$ cat src/logic/ehp_pkg.sv
`default_nettype none
package ehp_pkg;
  localparam int DATA_W = 8;
  localparam int ADDR_W = 11;
  localparam int FIFO_DEPTH = 2;
  // bit positions inside the synchronised pin vector
  localparam int PIN_CS = 0;
  localparam int PIN_A0 = 1;
  localparam int PIN_RD = 2;
  localparam int PIN_WR = 3;
  localparam int PIN_DACK = 4;
  localparam int PIN_TC = 5;
  localparam int PIN_STSEL = 6;
  localparam int PIN_DQ = 7;
  localparam int PIN_W = 15;
  // strobes, chip select and acknowledge idle high
  localparam logic [PIN_W-1:0] PIN_RST = 15'h001d;
  // host interrupt pin source select
  localparam logic [1:0] IRQ_SEL_TX = 2'h0;
  localparam logic [1:0] IRQ_SEL_RX = 2'h1;
  localparam logic [1:0] IRQ_SEL_MREQ = 2'h2;
  // status byte layout
  localparam int STAT_RX_FULL = 0;
  localparam int STAT_TX_FULL = 1;
  localparam logic [DATA_W-1:0] STAT_ZERO = 8'h00;
  // cycle budget of one memory path transfer
  localparam int RAM_XFER_CLKS = 2;
  localparam int USB_WAIT_MAX = 2;
  typedef enum logic [1:0] {EHP_IDLE, EHP_WAIT, EHP_LOAD} ehp_fetch_t;
endpackage
`default_nettype wire

$ cat src/logic/ehp_pair_fifo.sv
`timescale 1ns/1ns
`default_nettype none
module ehp_pair_fifo #(
  parameter int W = 8,
  parameter int D = 2
) (
  input wire logic ref_clk_i,
  input wire logic rst_i,
  input wire logic in_valid_i,
  output logic in_ready_o,
  input wire logic [W-1:0] in_data_i,
  output logic out_valid_o,
  input wire logic out_ready_i,
  output logic [W-1:0] out_data_o
);
  localparam int PW = (D > 1) ? $clog2(D) : 1;
  localparam logic [PW:0] CNT_MAX = (PW+1)'(D);
  localparam logic [PW-1:0] PTR_LAST = PW'(D - 1);
  localparam logic [PW-1:0] PTR_ZERO = '0;
  localparam logic [PW-1:0] PTR_ONE = PW'(1);
  localparam logic [PW:0] CNT_ONE = (PW+1)'(1);

  logic [W-1:0] mem_q [D];
  logic [PW-1:0] wr_ptr_q, rd_ptr_q;
  logic [PW:0] cnt_q;
  logic push, pop;

  // honest flags: full only when every slot holds a word
  assign in_ready_o = (cnt_q != CNT_MAX);
  assign out_valid_o = (cnt_q != '0);
  assign out_data_o = mem_q[rd_ptr_q];
  assign push = in_valid_i && in_ready_o;
  assign pop = out_valid_o && out_ready_i;

  function automatic logic [PW-1:0] next_ptr(input logic [PW-1:0] p);
    next_ptr = (p == PTR_LAST) ? PTR_ZERO : p + PTR_ONE;
  endfunction

  // storage has no reset, the count guards every read
  always_ff @(posedge ref_clk_i) begin
    if (push) begin
      mem_q[wr_ptr_q] <= in_data_i;
    end
  end

  // pointers and fill count
  always_ff @(posedge ref_clk_i or posedge rst_i) begin
    if (rst_i) begin
      wr_ptr_q <= '0;
      rd_ptr_q <= '0;
      cnt_q <= '0;
    end else begin
      if (push) begin
        wr_ptr_q <= next_ptr(wr_ptr_q);
      end
      if (pop) begin
        rd_ptr_q <= next_ptr(rd_ptr_q);
      end
      if (push && !pop) begin
        cnt_q <= cnt_q + CNT_ONE;
      end else if (pop && !push) begin
        cnt_q <= cnt_q - CNT_ONE;
      end
    end
  end
endmodule // ehp_pair_fifo
`default_nettype wire

$ cat src/logic/ehp_external_host_port.sv
`timescale 1ns/1ns
`default_nettype none
// Overview of operation
// - processor path bytes are handled by on-chip interrupt-driven software
// - memory path moves bytes between host and RAM without processor help
// - burst setting runs memory path transfers back to back at full rate
// - strobe rising edge is synchronised, RAM move finishes within two clocks
// - USB owns RAM first, adding up to two clocks of wait
// - four control inputs, eight data lines, one interrupt output to host
// - DMA request, acknowledge, terminal count, status select enabled one by one
// - address bit 0 high hits processor path with interrupt, low hits RAM path
// - RAM address starts at begin address, increments per access to end
// - access under DMA acknowledge low behaves as memory path access
// - request pulses per byte without burst, stays high across burst
module ehp_external_host_port (
  input wire logic ref_clk_i,
  input wire logic rst_i,
  input wire logic ext_chip_select_n_i,
  input wire logic ext_addr_bit0_i,
  input wire logic ext_read_strobe_n_i,
  input wire logic ext_write_strobe_n_i,
  input wire logic [7:0] host_data_lines_i,
  output logic [7:0] host_data_lines_o,
  output logic host_data_lines_oe_o,
  output logic host_irq_out_o,
  output logic dma_request_out_o,
  input wire logic dma_ack_in_n_i,
  input wire logic terminal_count_in_i,
  input wire logic status_select_in_i,
  input wire logic dma_req_en_i,
  input wire logic dma_ack_en_i,
  input wire logic tc_en_i,
  input wire logic status_sel_en_i,
  input wire logic port_dreq_i,
  output logic [2:0] port_in_o,
  input wire logic [1:0] irq_sel_i,
  input wire logic mem_en_i,
  input wire logic mem_read_dir_i,
  input wire logic burst_i,
  input wire logic [10:0] begin_addr_i,
  input wire logic [10:0] end_addr_i,
  output logic mem_done_o,
  output logic cpu_irq_o,
  output logic [7:0] cpu_rx_data_o,
  output logic cpu_rx_full_o,
  input wire logic cpu_rx_take_i,
  input wire logic cpu_tx_load_i,
  input wire logic [7:0] cpu_tx_data_i,
  output logic cpu_tx_full_o,
  input wire logic usb_busy_i,
  output logic ram_we_o,
  output logic ram_re_o,
  output logic [10:0] ram_addr_o,
  output logic [7:0] ram_wdata_o,
  input wire logic [7:0] ram_rdata_i
);
  localparam int DW = ehp_pkg::DATA_W;
  localparam int AW = ehp_pkg::ADDR_W;
  localparam logic [AW-1:0] ADDR_ONE = 11'h001;

  logic [ehp_pkg::PIN_W-1:0] sync1_q, sync2_q, prev_q;
  logic [DW-1:0] rxbuf_q, txbuf_q, wdata, fifo_data, fifo_head;
  logic rx_full_q, tx_valid_q, rx_pend_q, done_q, mreq_q, acc_q;
  logic [AW-1:0] addr_q;
  ehp_pkg::ehp_fetch_t st_q;
  logic wr_rise, rd_rise, mem_fall, cpu_sel, mem_sel;
  logic wr_cpu_ev, rd_cpu_ev, wr_mem_ev, rd_mem_ev, tc_hit;
  logic fifo_in_valid, fifo_in_ready, fifo_out_valid, fifo_out_ready;
  logic issue_wr, issue_rd, fetch_load, byte_ready;

  function automatic logic sel_mem(input logic [ehp_pkg::PIN_W-1:0] v, input logic ack_en);
    sel_mem = (ack_en && !v[ehp_pkg::PIN_DACK]) ||
              (!v[ehp_pkg::PIN_CS] && !v[ehp_pkg::PIN_A0]);
  endfunction

  function automatic logic sel_cpu(input logic [ehp_pkg::PIN_W-1:0] v, input logic ack_en);
    sel_cpu = !(ack_en && !v[ehp_pkg::PIN_DACK]) &&
              !v[ehp_pkg::PIN_CS] && v[ehp_pkg::PIN_A0];
  endfunction

  function automatic logic [AW-1:0] addr_inc(input logic [AW-1:0] a);
    addr_inc = a + ADDR_ONE;
  endfunction

  // two flops on every pin, a third only for edge history and
  // for the decode of select, terminal count and data as they stood during the strobe
  always_ff @(posedge ref_clk_i or posedge rst_i) begin
    if (rst_i) begin
      sync1_q <= ehp_pkg::PIN_RST;
      sync2_q <= ehp_pkg::PIN_RST;
      prev_q <= ehp_pkg::PIN_RST;
    end else begin
      sync1_q <= {host_data_lines_i, status_select_in_i, terminal_count_in_i,
                  dma_ack_in_n_i, ext_write_strobe_n_i, ext_read_strobe_n_i,
                  ext_addr_bit0_i, ext_chip_select_n_i};
      sync2_q <= sync1_q;
      prev_q <= sync2_q;
    end
  end

  // command decode on the synchronised rising edge of a strobe
  assign wr_rise = sync2_q[ehp_pkg::PIN_WR] && !prev_q[ehp_pkg::PIN_WR];
  assign rd_rise = sync2_q[ehp_pkg::PIN_RD] && !prev_q[ehp_pkg::PIN_RD];
  assign mem_sel = sel_mem(prev_q, dma_ack_en_i);
  assign cpu_sel = sel_cpu(prev_q, dma_ack_en_i);
  assign wr_cpu_ev = wr_rise && cpu_sel;
  assign rd_cpu_ev = rd_rise && cpu_sel;
  // a disabled or finished memory path ignores the host
  assign wr_mem_ev = wr_rise && mem_sel && mem_en_i && !done_q && !mem_read_dir_i;
  assign rd_mem_ev = rd_rise && mem_sel && mem_en_i && !done_q && mem_read_dir_i;
  assign tc_hit = tc_en_i && prev_q[ehp_pkg::PIN_TC] && (wr_mem_ev || rd_mem_ev);
  assign mem_fall = sel_mem(sync2_q, dma_ack_en_i) &&
    ((!sync2_q[ehp_pkg::PIN_WR] && prev_q[ehp_pkg::PIN_WR]) ||
     (!sync2_q[ehp_pkg::PIN_RD] && prev_q[ehp_pkg::PIN_RD]));
  assign wdata = prev_q[ehp_pkg::PIN_DQ +: DW];

  // shared receive buffer; a new host write beats a processor take
  always_ff @(posedge ref_clk_i or posedge rst_i) begin
    if (rst_i) begin
      rxbuf_q <= 8'h00;
      rx_full_q <= 1'b0;
      rx_pend_q <= 1'b0;
    end else begin
      if (wr_cpu_ev || wr_mem_ev) begin
        rxbuf_q <= wdata;
      end
      if (wr_cpu_ev) begin
        rx_full_q <= 1'b1;
      end else if (cpu_rx_take_i) begin
        rx_full_q <= 1'b0;
      end
      // a byte the buffer could not take waits here; one more host write while it waits loses a byte
      if (fifo_in_ready) begin
        rx_pend_q <= 1'b0;
      end else if (wr_mem_ev) begin
        rx_pend_q <= 1'b1;
      end
    end
  end

  assign fifo_in_valid = wr_mem_ev || rx_pend_q;
  assign fifo_data = rx_pend_q ? rxbuf_q : wdata;
  // USB has the RAM first, so the drain side stalls while it is busy
  assign fifo_out_ready = !usb_busy_i && !mem_read_dir_i;
  assign issue_wr = fifo_out_valid && fifo_out_ready;

  ehp_pair_fifo #(
    .W(DW),
    .D(ehp_pkg::FIFO_DEPTH)
  ) u_wr_fifo (
    .ref_clk_i(ref_clk_i),
    .rst_i(rst_i),
    .in_valid_i(fifo_in_valid),
    .in_ready_o(fifo_in_ready),
    .in_data_i(fifo_data),
    .out_valid_o(fifo_out_valid),
    .out_ready_i(fifo_out_ready),
    .out_data_o(fifo_head)
  );

  // RAM reads prefetch the next byte as soon as the transmit buffer empties
  assign issue_rd = (st_q == ehp_pkg::EHP_IDLE) && mem_en_i && mem_read_dir_i &&
                    !done_q && (!tx_valid_q || rd_mem_ev) && !usb_busy_i;
  assign fetch_load = (st_q == ehp_pkg::EHP_LOAD);

  always_ff @(posedge ref_clk_i or posedge rst_i) begin
    if (rst_i) begin
      st_q <= ehp_pkg::EHP_IDLE;
    end else begin
      case (st_q)
        ehp_pkg::EHP_IDLE: begin
          if (issue_rd) begin
            st_q <= ehp_pkg::EHP_WAIT;
          end
        end
        ehp_pkg::EHP_WAIT: st_q <= ehp_pkg::EHP_LOAD;
        ehp_pkg::EHP_LOAD: st_q <= ehp_pkg::EHP_IDLE;
        default: st_q <= ehp_pkg::EHP_IDLE;
      endcase
    end
  end

  // RAM strobes, one access per cycle at most; write data is registered
  // with the strobe so the RAM sees byte, address and enable in one cycle
  always_ff @(posedge ref_clk_i or posedge rst_i) begin
    if (rst_i) begin
      ram_we_o <= 1'b0;
      ram_re_o <= 1'b0;
      ram_addr_o <= 11'h000;
      ram_wdata_o <= 8'h00;
    end else begin
      ram_we_o <= issue_wr;
      ram_re_o <= issue_rd;
      if (issue_wr || issue_rd) begin
        ram_addr_o <= addr_q;
      end
      if (issue_wr) begin
        ram_wdata_o <= fifo_head;
      end
    end
  end

  // address counter: loads while the path is off, counts per access
  always_ff @(posedge ref_clk_i or posedge rst_i) begin
    if (rst_i) begin
      addr_q <= 11'h000;
      done_q <= 1'b0;
    end else if (!mem_en_i) begin
      addr_q <= begin_addr_i;
      done_q <= 1'b0;
    end else begin
      if (issue_wr || issue_rd) begin
        addr_q <= addr_inc(addr_q);
      end
      if (((issue_wr || issue_rd) && addr_q == end_addr_i) || tc_hit) begin
        done_q <= 1'b1;
      end
    end
  end

  // shared transmit buffer; a fresh load beats the host read that empties it
  always_ff @(posedge ref_clk_i or posedge rst_i) begin
    if (rst_i) begin
      txbuf_q <= 8'h00;
      tx_valid_q <= 1'b0;
    end else begin
      if (cpu_tx_load_i) begin
        txbuf_q <= cpu_tx_data_i;
        tx_valid_q <= 1'b1;
      end else if (fetch_load) begin
        txbuf_q <= ram_rdata_i;
        tx_valid_q <= 1'b1;
      end else if (rd_cpu_ev || rd_mem_ev) begin
        tx_valid_q <= 1'b0;
      end
    end
  end

  // memory request: level in burst, one pulse per byte otherwise
  assign byte_ready = mem_read_dir_i ? tx_valid_q : (fifo_in_ready && !rx_pend_q);
  always_ff @(posedge ref_clk_i or posedge rst_i) begin
    if (rst_i) begin
      mreq_q <= 1'b0;
      acc_q <= 1'b0;
    end else begin
      if (mem_fall) begin
        acc_q <= 1'b1;
      end else if (wr_rise || rd_rise) begin
        acc_q <= 1'b0;
      end
      if (!mem_en_i || done_q) begin
        mreq_q <= 1'b0;
      end else if (burst_i) begin
        mreq_q <= 1'b1;
      end else begin
        // the host drops the request by starting the access
        mreq_q <= byte_ready && !acc_q && !mem_fall && !wr_rise && !rd_rise;
      end
    end
  end

  // pins and processor side, all registered
  always_ff @(posedge ref_clk_i or posedge rst_i) begin
    if (rst_i) begin
      host_data_lines_o <= 8'h00;
      host_data_lines_oe_o <= 1'b0;
      host_irq_out_o <= 1'b0;
      dma_request_out_o <= 1'b0;
      port_in_o <= 3'h0;
      cpu_irq_o <= 1'b0;
      mem_done_o <= 1'b0;
    end else begin
      host_data_lines_oe_o <= !sync2_q[ehp_pkg::PIN_RD] &&
        (sel_mem(sync2_q, dma_ack_en_i) || sel_cpu(sync2_q, dma_ack_en_i));
      if (status_sel_en_i && sync2_q[ehp_pkg::PIN_STSEL]) begin
        host_data_lines_o <= ehp_pkg::STAT_ZERO;
        host_data_lines_o[ehp_pkg::STAT_RX_FULL] <= rx_full_q;
        host_data_lines_o[ehp_pkg::STAT_TX_FULL] <= tx_valid_q;
      end else begin
        host_data_lines_o <= txbuf_q;
      end
      case (irq_sel_i)
        ehp_pkg::IRQ_SEL_TX: host_irq_out_o <= tx_valid_q;
        ehp_pkg::IRQ_SEL_RX: host_irq_out_o <= !rx_full_q;
        ehp_pkg::IRQ_SEL_MREQ: host_irq_out_o <= mreq_q;
        default: host_irq_out_o <= 1'b0;
      endcase
      dma_request_out_o <= dma_req_en_i ? mreq_q : port_dreq_i;
      port_in_o <= {sync2_q[ehp_pkg::PIN_STSEL], sync2_q[ehp_pkg::PIN_TC],
                    sync2_q[ehp_pkg::PIN_DACK]};
      cpu_irq_o <= wr_cpu_ev || rd_cpu_ev;
      mem_done_o <= done_q;
    end
  end

  assign cpu_rx_data_o = rxbuf_q;
  assign cpu_rx_full_o = rx_full_q;
  assign cpu_tx_full_o = tx_valid_q;
endmodule // ehp_external_host_port
`default_nettype wire

$ cat config.mk
export PLATFORM = sky130hd
export DESIGN_NAME = ehp_external_host_port
export DESIGN_NICKNAME = d
export VERILOG_FILES = /design/src/logic/ehp_pkg.sv /design/src/logic/ehp_pair_fifo.sv /design/src/logic/ehp_external_host_port.sv
export SDC_FILE = /design/constraint.sdc
export NUM_CORES = 1
export LEC_CHECK = 0
export BUFFER_PORTS_ARGS = -buffer_cell sky130_fd_sc_hd__buf_2
export CAP_MARGIN = 40
export CORE_MARGIN = 8
export CORE_UTILIZATION = 40
export DETAILED_ROUTE_END_ITERATION = 7
export GPL_TIMING_DRIVEN = 1
export HOLD_SLACK_MARGIN = 0.05
export PLACE_DENSITY_LB_ADDON = 0.05
export REMOVE_ABC_BUFFERS = 1
export SLEW_MARGIN = 20
export SYNTH_ARGS = -nofsm -noshare
export SYNTH_HDL_FRONTEND = slang
export SYNTH_HIERARCHICAL = 1
export SYNTH_SLANG_ARGS = --single-unit
$ cat constraint.sdc
create_clock -name ref_clk_i -period 8.55 [get_ports ref_clk_i]
set_input_delay 0.4275 -clock ref_clk_i [delete_from_list [all_inputs] [get_ports ref_clk_i]]
set_output_delay 0.4275 -clock ref_clk_i [all_outputs]
set_load 0.005 [all_outputs]
-- Yosys cells after proc, flatten, opt, wreduce, memory -nomap -nowiden
Memory sizes are Yosys's and may differ from the RTL's. A register that Yosys moved wholly into a read port is not among the register bits.
Index checks and enable logic that the tools add are counted.
- equal/unequal tests: 9
- $add $sub $neg: 5
- multiplexer cells: 30
- reductions and logical operators: 91
- operator list (kind ; number):
    $logic_and A1 B1 Y1 ; 43
    $mux W8 ; 4
    $logic_not A1 Y1 ; 25
    $mux W11 ; 2
    $mux W1 ; 19
    $logic_or A1 B1 Y1 ; 14
    $reduce_bool A2 Y1 ; 6
    $add A11 B1 Y11 const B ; 1
    $eq A11 B11 Y1 ; 1
    $mux W2 ; 3
    $eq A2 B1 Y1 const B ; 2
    $eq A2 B2 Y1 const B ; 2
    $logic_not A2 Y1 ; 2
    $ne A2 B1 Y1 const B ; 2
    $ne A2 B2 Y1 const B ; 2
    $pmux W2 S2 ; 1
    $pmux W1 S3 ; 1
    $reduce_bool A3 Y1 ; 1
    $add A1 B1 Y1 const B ; 2
    $add A2 B1 Y2 const B ; 1
    $sub A2 B1 Y2 const B ; 1
- word-level logic and storage cells: 162
- bits in writable memories: 16
- memories kept: 1
- register bits: 113
- memory list (name ; words ; width ; rd ports ; clocked after memory_dff ; wr ports ; RTL line ; source):
    u_wr_fifo.mem_q ; 2 ; 8 ; 1 ; 1 ; 1 ; ehp_pair_fifo.sv:23 ; logic [W-1:0] mem_q [D];

-- Depth between registers and ports, before layout
Gate-level depths: netlist (run 1).
- word-level depth: 15
- depth in mapped cells: 11
- depth with buffers taken out: 10

-- By module
Netlist (run 1), hierarchy kept.
- by module, submodules not included (module ; cells each ; area each (µm²) ; instances):
    ehp_external_host_port ; 328 ; 4383.0 ; 1
    ehp_pair_fifo ; 44 ; 790.8 ; 1

-- Worst setup path after synthesis (run 1)
No wires, ideal clock.
- path kind: input to register
- start: in mem_en_i
- end: mem u_wr_fifo.mem_q[0][0] (enable)
- path slack: 6.650 ns
- cell stages on the path: 7
- arrival: 1.530 ns
- path buffers: 1
- cells stage by stage: buf_2 -> nand2b_1 -> nor3_1 -> nand2_1 -> nand2b_1 -> nand2_1 -> nor2_1
- longest elaborated chain between the ends: 7
- ends and longest elaborated chain (item ; RTL line ; source):
    start: declaration ; ehp_external_host_port.sv:37 ; input wire logic mem_en_i,
    $logic_and A1 B1 Y1 (3 in a row) ; ehp_external_host_port.sv:109 ; assign wr_mem_ev = wr_rise && mem_sel && mem_en_i && !done_q && !mem_read_dir_i;
    $logic_or A1 B1 Y1 ; ehp_external_host_port.sv:141 ; assign fifo_in_valid = wr_mem_ev || rx_pend_q;
    named net fifo_in_valid ; ehp_external_host_port.sv:68 ; logic fifo_in_valid, fifo_in_ready, fifo_out_valid, fifo_out_ready;
    $logic_and A1 B1 Y1 ; ehp_pair_fifo.sv:32 ; assign push = in_valid_i && in_ready_o;
    $mux W1 ; ehp_pair_fifo.sv:41 ; if (push) begin
    $mux W1 (implied by the code) ; ehp_pair_fifo.sv:42 ; mem_q[wr_ptr_q] <= in_data_i;
    end: declaration ; ehp_pair_fifo.sv:23 ;
The timed path passes the listed nets, and every way through them passes these cells.

-- Final worst setup path (run 1)
- start: reg sync2_q[3] in the netlist's numbering
- end: mem u_wr_fifo.mem_q[0][0] (enable)
- longest elaborated chain between the ends: 9
- ends and longest elaborated chain (item ; RTL line ; source):
    start: declaration ; ehp_external_host_port.sv:61 ; logic [ehp_pkg::PIN_W-1:0] sync1_q, sync2_q, prev_q;
    start signal: assignment ; ehp_external_host_port.sv:90 ; sync2_q <= ehp_pkg::PIN_RST;
    start signal: assignment ; ehp_external_host_port.sv:96 ; sync2_q <= sync1_q;
    $logic_and A1 B1 Y1 ; ehp_external_host_port.sv:102 ; assign wr_rise = sync2_q[ehp_pkg::PIN_WR] && !prev_q[ehp_pkg::PIN_WR];
    $logic_and A1 B1 Y1 (4 in a row) ; ehp_external_host_port.sv:109 ;
    $logic_or A1 B1 Y1 ; ehp_external_host_port.sv:141 ;
    named net fifo_in_valid ; ehp_external_host_port.sv:68 ;
    $logic_and A1 B1 Y1 ; ehp_pair_fifo.sv:32 ;
    $mux W1 ; ehp_pair_fifo.sv:41 ;
    $mux W1 (implied by the code) ; ehp_pair_fifo.sv:42 ;
The timed path passes the listed nets, and every way through them passes these cells.

==> impl_results.md, run 1 <==
- Synth cell types: 46
- Post-DP HPWL: a little under 8 mm
- CTS Hold Bufs: 1
- 1st-pass router iterations: 4
- Fin Setup TNS: 0 ns
- Area of the multi-input gates: 1590 µm²
- # port buffers: approximately 110
- Hold path start: ext_read_strobe_n_i
- Clk sinks: 135
- First-pass GRT wire length: 17.4 mm
- Worst Hold Class: input port to flip-flop
- Hold depth: 1
- Rel. slew slack: 50.3%
- Buffer count from post-CTS setup fixing: 0
- PwrDens: 276 nW/µm²
- Clock-pin slew on the worst setup and hold paths: 0.06 ns
- Vias in the first global route: 3462
- RR Endpoint: u_wr_fifo/mem_q[0][0]$_DFFE_PP_
- Worst Path Arrival: roughly 2.3 ns
- I/O Pins: 115
- Fin nets: 567
- Adder-Cell Fraction of Synth Area: less than 1%
- Vias per std cell: approximately 4.7
- Dpl ws: 5.97 ns
- Post-synth EDFFs: 16
- CTS buffer count: 17
- Commonest cells after routing, fill and taps aside: buf_2, dfrtp_1, mux2_2, nand2_1, xnor2_1
- Largest net degree at the start of global routing: 42
- Antenna cell count: 0
- Post-cts repair resize count: 0
- RD Place Congestion: roughly 0.71
- Top-area cell type share of the netlist area: 51.8%
- FF+latch area: 3470 µm²
- Min cycle time layout: 2.31 ns
- CP required: about 8.6 ns
- CP max-delay cell: nor2_1
- CP Cell Sequence: nand2b_1 -> nor3_1 -> nand2_1 -> nand2b_1 -> nand2_1 -> nor2_1
- DR WL/cell: 15.6 µm
- Initial antenna violation count: 1
- Synth Area in Compound Gates: ~6%
- Status: complete, no violations
- Syn_area_per_cell: 13.9 µm²
- Leak: 2.95 nW
- Hold Violations, Final: 0
- Final WS setup: around 6.2 ns
- Mux cell area share after synthesis: 11.7%
- Area leader, netlist: dfrtp_1
- Vias: 3231
- Synth async-reset ratio: between 80% and 90%
- Die width: about 130 µm
- Root buf cell: clkbuf_16
- Min-Delay Endpoint: sync1_q[2]$_DFF_PP1_
- Yosys Warn Count: 6
- Total wire length: 10.6 mm
- Largest fanout on the critical path: 8
- Largest cells by area after synthesis: dfrtp_1, mux2_2, edfxtp_1
- Skew-Pair Late Insertion Delay: 0.41 ns
- Largest family of logic cells by synthesized area: multiplexers
- Die Y: 130 µm
- CTS Buffer Depth: 2
- Worst reg2reg path depth: 6
- Max incr delay on CP: 0.58 ns
- Most common cell after layout, fill and taps aside: buf_2
- Synth Area in XOR/XNOR: about 3.6%
- Mapped Area: about 5200 µm²
- Reg2reg start: sync2_q[3]$_DFF_PP1_
- #FFs+latches synth: between 100 and 150
- Worst Setup End Kind: flip-flop
- Simple-Gate Fraction of Synth Area: 9.00%
- DRC: 0
- Final number of setup-violating endpoints: 0
- Row count: 41
- R2R setup slack: 6.24 ns
- Period Utilization, post-route: 27.0%
- Clk_skew: 0.00786 ns
- Placed cell count: 649
- Proportion of layout cells with a drive suffix above 1: 42.2%
- F_max: 434 MHz
- Fillers: 1146
- Critical Setup Path Class: flip-flop to flip-flop
- GRT Residual Overflow: 0
- Initial Util: 41.0%
- CTS tree: done
- H-tree Lvls: 4
- Core Footprint: roughly 13000 µm²
- Initial DRC Count: 120
- Worst ir drop on vdd: 0.000157 V
- Die ar.: approximately 17000 µm²
- Non-filler cells, final: 682
- Syn-to-layout area delta: 26.0%
- Max Cap Viol: 0
- Routed Antenna Nets: 0
- Primary FF master, synth: dfrtp_1
- Seq/Total Area, Yosys: between 60% and 70%
- Cell count after synthesis: 372
- CP Launch Type: flip-flop
- RSZ-0062 raised after global routing: false
- Max Slew Vio Count: 0
- GRT Total Usage: between 10% and 20%
- Worst slew pin tran: between 0.7 and 0.8 ns
==> power by group <==
part,total [mW],leakage [nW],internal (mW),switching (mW)
Combinational,0.280,1.11,0.163,0.117
Clock,0.700,0.288,0.436,0.264
Sequential,0.820,1.55,0.751,0.0692
Total,1.80,2.95,1.35,0.450
==> synthesized netlist by cell type (4+ instances only) <==
cell type,number
nand4_1,4
xnor2_1,18
clkbuf_1,5
buf_2,4
o21ai_0,15
dfrtp_1,107
a31oi_1,5
nor2_1,17
mux2_2,45
nand3_1,6
nor2b_1,4
a21oi_1,13
edfxtp_1,16
nand2_1,21
mux2i_1,10
nand2b_1,9
and2_1,7
inv_1,8
or4_1,4
dfstp_2,12
==> stage by stage <==
stage	hold WS [ns]	utilization (%)	cell area, µm²	power [mW]
final	0.114	51.7	6520	1.80
after global routing	0.0918	51.7	6520	1.89
after CTS	0.0895	51.7	6520	1.83
after detailed placement	0.335	47.1	5940	1.12
after global placement	0.333	46.7	5890	1.11
after floorplan	0.194	-	5100	0.982
==> final cells by class <==
class	count	share of cell area, %
Inverter	8	0.499
Clock inverter	12	1.94
Clock buffer	20	6.85
Multi-Input combinational cell	215	24.4
Timing Repair Buffer	120	9.73
Sequential cell	135	53.3
Tap cell	172	3.30
==> metal layers <==
| layer | GRT usage, % | part of all wire (%) | up-vias |
|---|---|---|---|
| met2 | 20.0 | 45 | 88 |
| met1 | 17.2 | 46 | 1572 |
| met4 | 6.15 | 1.4 | 2 |
| li1 | - | - | 1554 |
| met3 | 5.71 | 7.1 | 15 |
| met5 | 0 | 0.12 | - |
==> sequential cells by signal (all words and copies together) (netlist names), 2 cells and up <==
signal	count
u_wr_fifo/cnt_q	2
sync2_q	15
st_q	2
u_wr_fifo/mem_q	16
host_data_lines_o	8
port_in_o	2
ram_addr_o	11
cpu_rx_data_o	8
ram_wdata_o	8
sync1_q	15
prev_q	14
txbuf_q	8
addr_q	11
==> cell families (layout without fill, tap and decap cells) <==
family	count (synthesis)	count (layout)
adder cells (fa/ha/maj)	2	2
multiplexers	55	55
buffers and inverters	22	160
XOR/XNOR	21	21
AO/OA/AOI/OAI	51	51
flip-flops	135	135
AND/OR/NAND/NOR	86	86
==> worst max-delay path, delay by kind of cell (launching register included) <==
kind	cells	cell delay (ns)
flip-flops	1	0.54
AND/OR/NAND/NOR	6	1.39
==> worst max-delay path by stage <==
| stage | end | cells after the start | start |
|---|---|---|---|
| final | u_wr_fifo/mem_q[0][0]$_DFFE_PP_ | 6 | sync2_q[3]$_DFF_PP1_ |
| after global routing | u_wr_fifo/mem_q[0][0]$_DFFE_PP_ | 6 | sync2_q[3]$_DFF_PP1_ |
| after floorplan | acc_q$_DFFE_PP0P_ | 1 | rst_i |
| after detailed placement | u_wr_fifo/mem_q[0][1]$_DFFE_PP_ | 7 | mem_en_i |
| after CTS | ram_addr_o[0]$_DFFE_PP0P_ | 6 | u_wr_fifo/cnt_q[1]$_DFFE_PP0P_ |
| after global placement | addr_q[9]$_DFFE_PP0P_ | 6 | mem_read_dir_i |
Note: power is estimated with default switching activity, not from simulation.
==> run 2, diff against run 1 <==
--- a/config.mk
+++ b/config.mk
@@ -5,6 +5,7 @@
 export SDC_FILE = /design/constraint.sdc
 export NUM_CORES = 1
 export LEC_CHECK = 0
+export ABC_AREA = 1
 export BUFFER_PORTS_ARGS = -buffer_cell sky130_fd_sc_hd__buf_2
 export CAP_MARGIN = 40
 export CORE_MARGIN = 8
==> constraint.sdc (replaced) <==
create_clock -name ref_clk_i -period 2.2 [get_ports ref_clk_i]
set_input_delay 0.11 -clock ref_clk_i [delete_from_list [all_inputs] [get_ports ref_clk_i]]
set_output_delay 0.11 -clock ref_clk_i [all_outputs]
set_load 0.005 [all_outputs]
==> run 2 against run 1 <==
Net effect: fmax is 22% higher; hold slack worse by 0.052 ns; register-to-register slack worse by 5.9 ns; sequential cell count stayed put; global-route usage rose by 1.2 points; clock power grew to 4.1 times the previous value; cell area increased by 12%; utilization up 3.3 points; cell count grew 32%; sequential power rose to 3.9 times the previous value; critical path type unchanged; largest cell class unchanged; highest routed layer is now met4.
==> impl_results.md, run 2 <==
- Max Slew Vio Count: 0 (unchanged)
- Clock share of power: 38.4% (was 38.9%)
- Die ar.: 17700 µm² (was 16800 µm²)
- First-pass GRT wire length: 20.9 mm (was 17.4 mm)
- Fin nets: 783 (was 567)
- Largest cells by area after synthesis: dfrtp_1, nand2_1, edfxtp_1 (was dfrtp_1, mux2_2, edfxtp_1)
- Routed wl met2: 6.09 mm (was 4.79 mm)
- Rel. slew slack: 59.3% (was 50.3%)
- Syn_area_per_cell: 10.2 µm² (was 13.9 µm²)
- Most used cell, CP: dlygate4sd3_1
- Skew-Pair Late Insertion Delay: 0.41 ns (about the same)
- Met3 wire len: 593 µm (was 753 µm)
- Initial DRC Count: 183 (was 120)
- Max incr delay on CP: 0.57 ns (was 0.58 ns)
- Vias in the first global route: 4263 (was 3462)
- Root buf cell: clkbuf_16 (unchanged)
- CP top delay family: buffers and inverters (was simple AND/OR/NAND/NOR gates)
- Bufs and invs on worst path: 2 (was 0)
- Hold Violations, Final: 0 (unchanged)
- Buffer count from post-CTS setup fixing: 0 (unchanged)
- CTS tree: done (unchanged)
- #FFs+latches synth: 135 (unchanged)
- Metal1 wirelength: 5.39 mm (was 4.92 mm)
- Core Footprint: 13300 µm² (was 12600 µm²)
- DRC: 0 (unchanged)
- Commonest cells after routing, fill and taps aside: nand2_1, buf_2, dfrtp_1, inv_1, dlygate4sd3_1 (was buf_2, dfrtp_1, mux2_2, nand2_1, xnor2_1)
- Mapped Area: 5470 µm² (was 5170 µm²)
- GRT Residual Overflow: 0 (unchanged)
- CP Launch Type: flip-flop (unchanged)
- Vias per std cell: 4.52 (was 4.74)
- Final number of setup-violating endpoints: 0 (unchanged)
- Post-synth EDFFs: 16 (unchanged)
- Max reg flops: 16 (unchanged)
- RSZ-0062 raised after global routing: false (unchanged)
- Hold Slack: 0.0624 ns (was 0.114 ns)
- Combinational Power Share: 18.4% (was 15.5%)
- Status: complete, no violations (unchanged)
- Synth cell types: 37 (was 46)
- Min cycle time layout: 1.90 ns (was 2.31 ns)
- Core Util, Final: 55.0% (was 51.7%)
- H-tree Lvls: 4 (unchanged)
- CTS Buffer Depth: 2 (unchanged)
- # port buffers: 114 (unchanged)
- Clock-pin slew on the worst setup and hold paths: 0.05 ns (was 0.06 ns)
- Worst Hold Class: input port to flip-flop (unchanged)
- Switching pwr: 2.00 mW (was 450 µW)
- Largest Register: u_wr_fifo/mem_q (unchanged)
- Yosys Warn Count: 6 (unchanged)
- I/O Pins: 115 (unchanged)
- Clk sinks: 135 (unchanged)
- Clk_skew: 0.00953 ns (was 0.00786 ns)
- Primary FF master, synth: dfrtp_1 (unchanged)
- Row count: 42 (was 41)
- Antenna cell count: 0 (unchanged)
- Cell count after synthesis: 538 (was 372)
- RD Place Congestion: 0.792 (was 0.711)
- Synth async-reset ratio: 88.1% (unchanged)
- 1st-pass router iterations: 4 (unchanged)
- Count leader, synth: nand2_1 (was dfrtp_1)
- PwrDens: 1020 nW/µm² (was 276 nW/µm²)
- Sequential power share: 43.2% (was 45.6%)
- GRT Total Usage: 14.8% (was 13.6%)
- CTS buffer count: 17 (unchanged)
- Routed Antenna Nets: 0 (unchanged)
- Max Cap Viol: 0 (unchanged)
- Initial antenna violation count: 0 (was 1)
- R2R setup slack: 0.30 ns (was 6.24 ns)
- Period Utilization, post-route: 86.2% (was 27.0%)
- Fillers: 1233 (was 1146)
- FF+latch area: 3470 µm² (unchanged)
- Critical Setup Path Class: flip-flop to flip-flop (unchanged)
- Initial Util: 41.1% (was 41.0%)
- Largest net degree at the start of global routing: 116 (was 42)
- Pint: 5.47 mW (was 1.35 mW)
- CP required: 2.49 ns (was 8.58 ns)
- Top-area cell type share of the netlist area: 48.9% (was 51.8%)
- Post-DP HPWL: 8.54 mm (was 7.69 mm)
- Largest fanout on the critical path: 4 (was 8)
- Die width: 133 µm (was 130 µm)
- Sw frac: 26.7% (was 25.0%)
- Most common cell after layout, fill and taps aside: nand2_1 (was buf_2)
- Worst ir drop on vdd: 0.000478 V (was 0.000157 V)
- Biggest regs: u_wr_fifo/mem_q x16, sync1_q x15, sync2_q x15 (unchanged)
- Worst slew pin tran: 0.611 ns (was 0.743 ns)
- CP Cell Sequence: nor3_1 -> dlygate4sd3_1 -> nor2_1 -> dlygate4sd3_1 (was nand2b_1 -> nor3_1 -> nand2_1 -> nand2b_1 -> nand2_1 -> nor2_1)
- Area of the multi-input gates: 1610 µm² (was 1590 µm²)
- F_max: 527 MHz (was 434 MHz)
- Worst Path Arrival: 2.19 ns (was 2.34 ns)
- Total wire length: 12.3 mm (was 10.6 mm)
- DR WL/cell: 13.6 µm (was 15.6 µm)
- Proportion of layout cells with a drive suffix above 1: 26.4% (was 42.2%)
- Synth cell count leaders: nand2_1, dfrtp_1, inv_1, nor2_1, o21ai_0 (was dfrtp_1, mux2_2, nand2_1, xnor2_1, nor2_1)
- CP max-delay cell: dlygate4sd3_1 (was nor2_1)
- Max layer used: met4 (was met5)
- Syn-to-layout area delta: 33.6% (was 26.0%)
- Worst Setup End Kind: flip-flop (unchanged)
- Area leader, netlist: dfrtp_1 (unchanged)
- Total power: 7.47 mW (was 1.80 mW)
- Vias: 4073 (was 3231)
- Seq/Total Area, Yosys: 63.5% (was 67.1%)
- Die Y: 133 µm (was 130 µm)
- Leak: 3.69 nW (was 2.95 nW)
run 2: cell types whose count changed in the layout (fill, tap and decap cells not counted), moves of 8 or more:
cell	previous run	this run
a21oi_2	0	9
mux2i_1	10	0
nand2b_1	9	0
mux2_2	45	2
nand2_1	21	145
dlygate4sd3_1	1	50
inv_1	7	70
o21ai_0	15	31
nand3_1	6	16
nor2_1	17	41
mux2_4	0	8
xnor2_1	18	2
run 2: worst min-delay path, delay by kind of cell:
family	cells	cell delay [ns]
AOI/OAI and AO/OA	2	0.14
buffers and inverters	2	0.13
and+or+nand+nor	1	0.04
run 2: layout make-up:
class / instances / area share (%)
flip-flops and latches: 135 / 47.5
multi-input cells: 315 / 22.0
repair buffers: 170 / 15.4
clock buffers: 21 / 6.03
inverters: 74 / 3.84
well taps: 176 / 3.01
clock inverters: 11 / 2.12
run 2: power groups by stage:
stage               combinational [mW]  sequential [mW]  clock, mW
CTS                               1.41             3.23       2.93
floorplan                        0.780             3.24          0
global placement                  1.31             3.25          0
detailed placement                1.33             3.27          0
finish                            1.38             3.23       2.87
global route                      1.57             3.28       3.05
run 2: final timing paths:
kind                                      startpoint                             end  cells after the start
max                        cpu_tx_full_o$_DFFE_PP0P_        host_irq_out_o$_DFF_PP0_                      4
min                                 cpu_tx_data_i[0]          txbuf_q[0]$_DFFE_PP0P_                      5
max reg2reg                cpu_tx_full_o$_DFFE_PP0P_        host_irq_out_o$_DFF_PP0_                      4
min reg2reg                    sync2_q[12]$_DFF_PP0_            prev_q[12]$_DFF_PP0_                      0
max in group asynchronous                      rst_i    cpu_rx_data_o[4]$_DFFE_PP0P_                      4
min in group asynchronous                      rst_i  u_wr_fifo/cnt_q[1]$_DFFE_PP0P_                      3
run 2: cells by family (layout without fill, tap and decap cells):
logic type / count (synthesis) / in the layout / share of synthesized area (%)
and+or+nand+nor: 223 / 223 / 17.4
DFF: 135 / 135 / 63.5
buffers and inverters: 88 / 276 / 7.09
AOI/OAI and AO/OA: 72 / 72 / 7.57
muxes: 10 / 10 / 2.61
xor gates and xnor gates: 8 / 8 / 1.42
adders and majority gates: 2 / 2 / 0.457
run 2: through the flow:
stage | setup WS (ns) | setup TNS [ns] | cells | instance area, µm²
finish | 0.303 | 0 | 902 | 7310
global route | 0.180 | 0 | 902 | 7310
CTS | 0.344 | 0 | 902 | 7310
detailed placement | 0.396 | 0 | 820 | 6210
global placement | 0.454 | 0 | 820 | 6210
floorplan | -0.934 | -97.78 | 524 | 5360
run 2: what timing repair did:
action	in CTS	in global routing
hold endpoints to repair	146	0
hold buffers	50	0
resized for setup	0	0
run 2: layer usage:
| metal | up-vias | track usage [%] |
|---|---|---|
| li1 | 2042 | - |
| met1 | 1922 | 17.7 |
| met2 | 90 | 24.3 |
| met3 | 19 | 4.24 |
| met4 | 0 | 6.81 |
| met5 | - | 0 |
==> run 3, diff against run 2 <==
--- a/config.mk
+++ b/config.mk
@@ -10,10 +10,10 @@
 export CAP_MARGIN = 40
 export CORE_MARGIN = 8
 export CORE_UTILIZATION = 40
+export CTS_CLUSTER_SIZE = 12
 export DETAILED_ROUTE_END_ITERATION = 7
 export GPL_TIMING_DRIVEN = 1
 export HOLD_SLACK_MARGIN = 0.05
-export PLACE_DENSITY_LB_ADDON = 0.05
 export REMOVE_ABC_BUFFERS = 1
 export SLEW_MARGIN = 20
 export SYNTH_ARGS = -nofsm -noshare
==> run 3 against run 2 <==
Net effect: register-to-register slack hardly changed; cell area fell by 0.26%; sequential share of layout area increased by 0.12 points; total power decreased by 2.4%; fmax down 0.32%; hold slack got worse by 0.0065 ns; sequential cell count did not move; via count grew 0.17%; clock skew down 0.0014 ns; first-iteration DRC count is 8.2% higher; non-clock buffer count grew 2; sequential power about the same.
==> impl_results.md, run 3 (synthesis results as in run 2) <==
- Min cycle time layout: 1.90 ns (about the same)
- Biggest regs: u_wr_fifo/mem_q x16, sync1_q x15, sync2_q x15 (unchanged)
- Max incr delay on CP: 0.57 ns (about the same)
- CP Launch Type: flip-flop (unchanged)
- Hold Violations, Final: 0 (unchanged)
- Worst ir drop on vdd: 0.000443 V (was 0.000478 V)
- Initial DRC Count: 198 (was 183)
- CP required: 2.50 ns (was 2.49 ns)
- Clock-pin slew on the worst setup and hold paths: 0.06 ns (was 0.05 ns)
- Critical Setup Path Class: flip-flop to flip-flop (unchanged)
- Clk_skew: 0.00817 ns (was 0.00953 ns)
- Routed Antenna Nets: 0 (unchanged)
- Reg2reg start: cpu_tx_full_o$_DFFE_PP0P_ (unchanged)
- Vias per std cell: 4.52 (about the same)
- F_max: 526 MHz (was 527 MHz)
- Vias in the first global route: 4307 (was 4263)
- Largest fanout on the critical path: 4 (unchanged)
- H-tree Lvls: 4 (unchanged)
- Row count: 42 (unchanged)
- Max Slew Vio Count: 0 (unchanged)
- Post-DP HPWL: 8.77 mm (was 8.54 mm)
- Clk sinks: 135 (unchanged)
- Leak: 3.68 nW (was 3.69 nW)
- Fillers: 1171 (was 1233)
- Rel. slew slack: 64.2% (was 59.3%)
- Commonest cells after routing, fill and taps aside: nand2_1, buf_2, dfrtp_1, inv_1, dlygate4sd3_1 (unchanged)
- DR WL/cell: 13.6 µm (about the same)
- Die width: 133 µm (unchanged)
- Root buf cell: clkbuf_16 (unchanged)
- Final number of setup-violating endpoints: 0 (unchanged)
- PwrDens: 1000 nW/µm² (was 1020 nW/µm²)
- Die Y: 133 µm (unchanged)
- Skew-Pair Late Insertion Delay: 0.41 ns (about the same)
- 1st-pass router iterations: 4 (unchanged)
- Total wire length: 12.3 mm (about the same)
- Non-filler cells, final: 903 (was 902)
- Hold path start: cpu_tx_data_i[1] (was cpu_tx_data_i[0])
- CTS tree: done (unchanged)
- Max Cap Viol: 0 (unchanged)
- RSZ-0062 raised after global routing: false (unchanged)
- Die ar.: 17700 µm² (unchanged)
- Fin nets: 785 (was 783)
- First-pass GRT wire length: 20.9 mm (about the same)
- Initial Util: 41.1% (unchanged)
- Initial antenna violation count: 0 (unchanged)
- Worst slew pin tran: 0.536 ns (was 0.611 ns)
- DRC: 0 (unchanged)
- Worst Hold Class: input port to flip-flop (unchanged)
- CTS Buffer Depth: 2 (unchanged)
- Largest net degree at the start of global routing: 69 (was 116)
- RD Place Congestion: 0.805 (was 0.792)
- Most common cell after layout, fill and taps aside: nand2_1 (unchanged)
- Status: complete, no violations (unchanged)
- Syn-to-layout area delta: 33.2% (was 33.6%)
- CP Cell Sequence: nor3_1 -> dlygate4sd3_1 -> nor2_1 -> dlygate4sd3_1 (unchanged)
- Most used cell, CP: dlygate4sd3_1 (unchanged)
- CP max-delay cell: dlygate4sd3_1 (unchanged)
- Worst Path Arrival: 2.20 ns (was 2.19 ns)
- Max reg flops: 16 (unchanged)
- # port buffers: 114 (unchanged)
- Core Footprint: 13300 µm² (unchanged)
- Period Utilization, post-route: 86.5% (was 86.2%)
- Worst Setup End Kind: flip-flop (unchanged)
- Vias: 4080 (was 4073)
- I/O Pins: 115 (unchanged)
- Antenna cell count: 0 (unchanged)
- GRT Residual Overflow: 0 (unchanged)
- CTS buffer count: 17 (unchanged)
- Largest Register: u_wr_fifo/mem_q (unchanged)
- Placed cell count: 820 (unchanged)
- Total power: 7.29 mW (was 7.47 mW)
- Worst setup path start: cpu_tx_full_o$_DFFE_PP0P_ (unchanged)
- GRT Total Usage: 14.9% (was 14.8%)
- Proportion of layout cells with a drive suffix above 1: 26.3% (was 26.4%)
## run 3: changes by cell type in the layout (fill, tap and decap cells not counted)
| cell | change |
|---|---|
| a21oi_1 | -1 |
| a21oi_2 | +1 |
| bufinv_16 | -2 |
| clkbuf_1 | +4 |
| clkbuf_8 | +2 |
| clkinv_1 | -3 |
| clkinv_2 | -1 |
| clkinv_4 | -1 |
| dlygate4sd3_1 | +2 |
## run 3: path summary, 6_finish.rpt
| check | to | slack [ns] | depth (start not counted) |
|---|---|---|---|
| setup / recovery | host_irq_out_o$_DFF_PP0_ | 0.30 | 4 |
| hold / removal | txbuf_q[1]$_DFFE_PP0P_ | 0.06 | 5 |
| setup reg to reg | host_irq_out_o$_DFF_PP0_ | 0.30 | 4 |
| hold reg to reg | sync2_q[1]$_DFF_PP0_ | 0.34 | 0 |
| max in group asynchronous | sync2_q[8]$_DFF_PP0_ | 1.31 | 4 |
| min in group asynchronous | u_wr_fifo/wr_ptr_q$_DFFE_PP0N_ | 0.19 | 3 |
## run 3: critical path: cells and delay by family (launching register included)
kind | cells | cell delay (ns)
buffers and inverters | 2 | 1.12
flip-flops | 1 | 0.43
AND/OR/NAND/NOR | 2 | 0.24
## run 3: layer usage
layer	vias to the layer above	global-route usage [%]	routed length, µm
met5	-	0	0
met4	0	6.69	191
met3	16	4.88	649
met2	97	25.0	6240
met1	1926	16.9	5180
li1	2041	-	-
## run 3: cell type report
class / count / area (µm²) / share of cell area, %
clock buffer: 27 / 483 / 6.63
clock inverter: 4 / 70.1 / 0.961
inverter: 74 / 280 / 3.85
multi-input combinational: 315 / 1610 / 22.1
sequential: 135 / 3470 / 47.7
tap: 176 / 220 / 3.02
timing repair buffer: 172 / 1150 / 15.8
## run 3: through the flow
stage | cell area (µm²) | setup slack (ns) | hold slack [ns] | setup TNS [ns] | utilization (%)
final | 7290 | 0.297 | 0.0559 | 0 | 54.8
after global routing | 7290 | 0.180 | 0.0861 | 0 | 54.8
after CTS | 7280 | 0.256 | 0.0577 | 0 | 54.8
after detailed placement | 6210 | 0.366 | 0.0381 | 0 | 46.7
after global placement | 6210 | 0.453 | 0.0352 | 0 | 46.7
after floorplan | 5360 | -0.934 | -0.124 | -97.78 | -
## run 3: timing repair
action                                 4_1_cts  5_1_grt
endpoints found under the hold margin      153        0
setup endpoints to repair                    0        1
hold buffers                                52        0
resized for setup                            0        1
setup buffers                                0        0
## run 3: where the power goes
part	switching, mW	total, mW	leakage, nW	internal [mW]
registers	0.296	3.23	1.56	2.93
clock network	0.956	2.67	0.269	1.72
logic	0.721	1.39	1.85	0.664
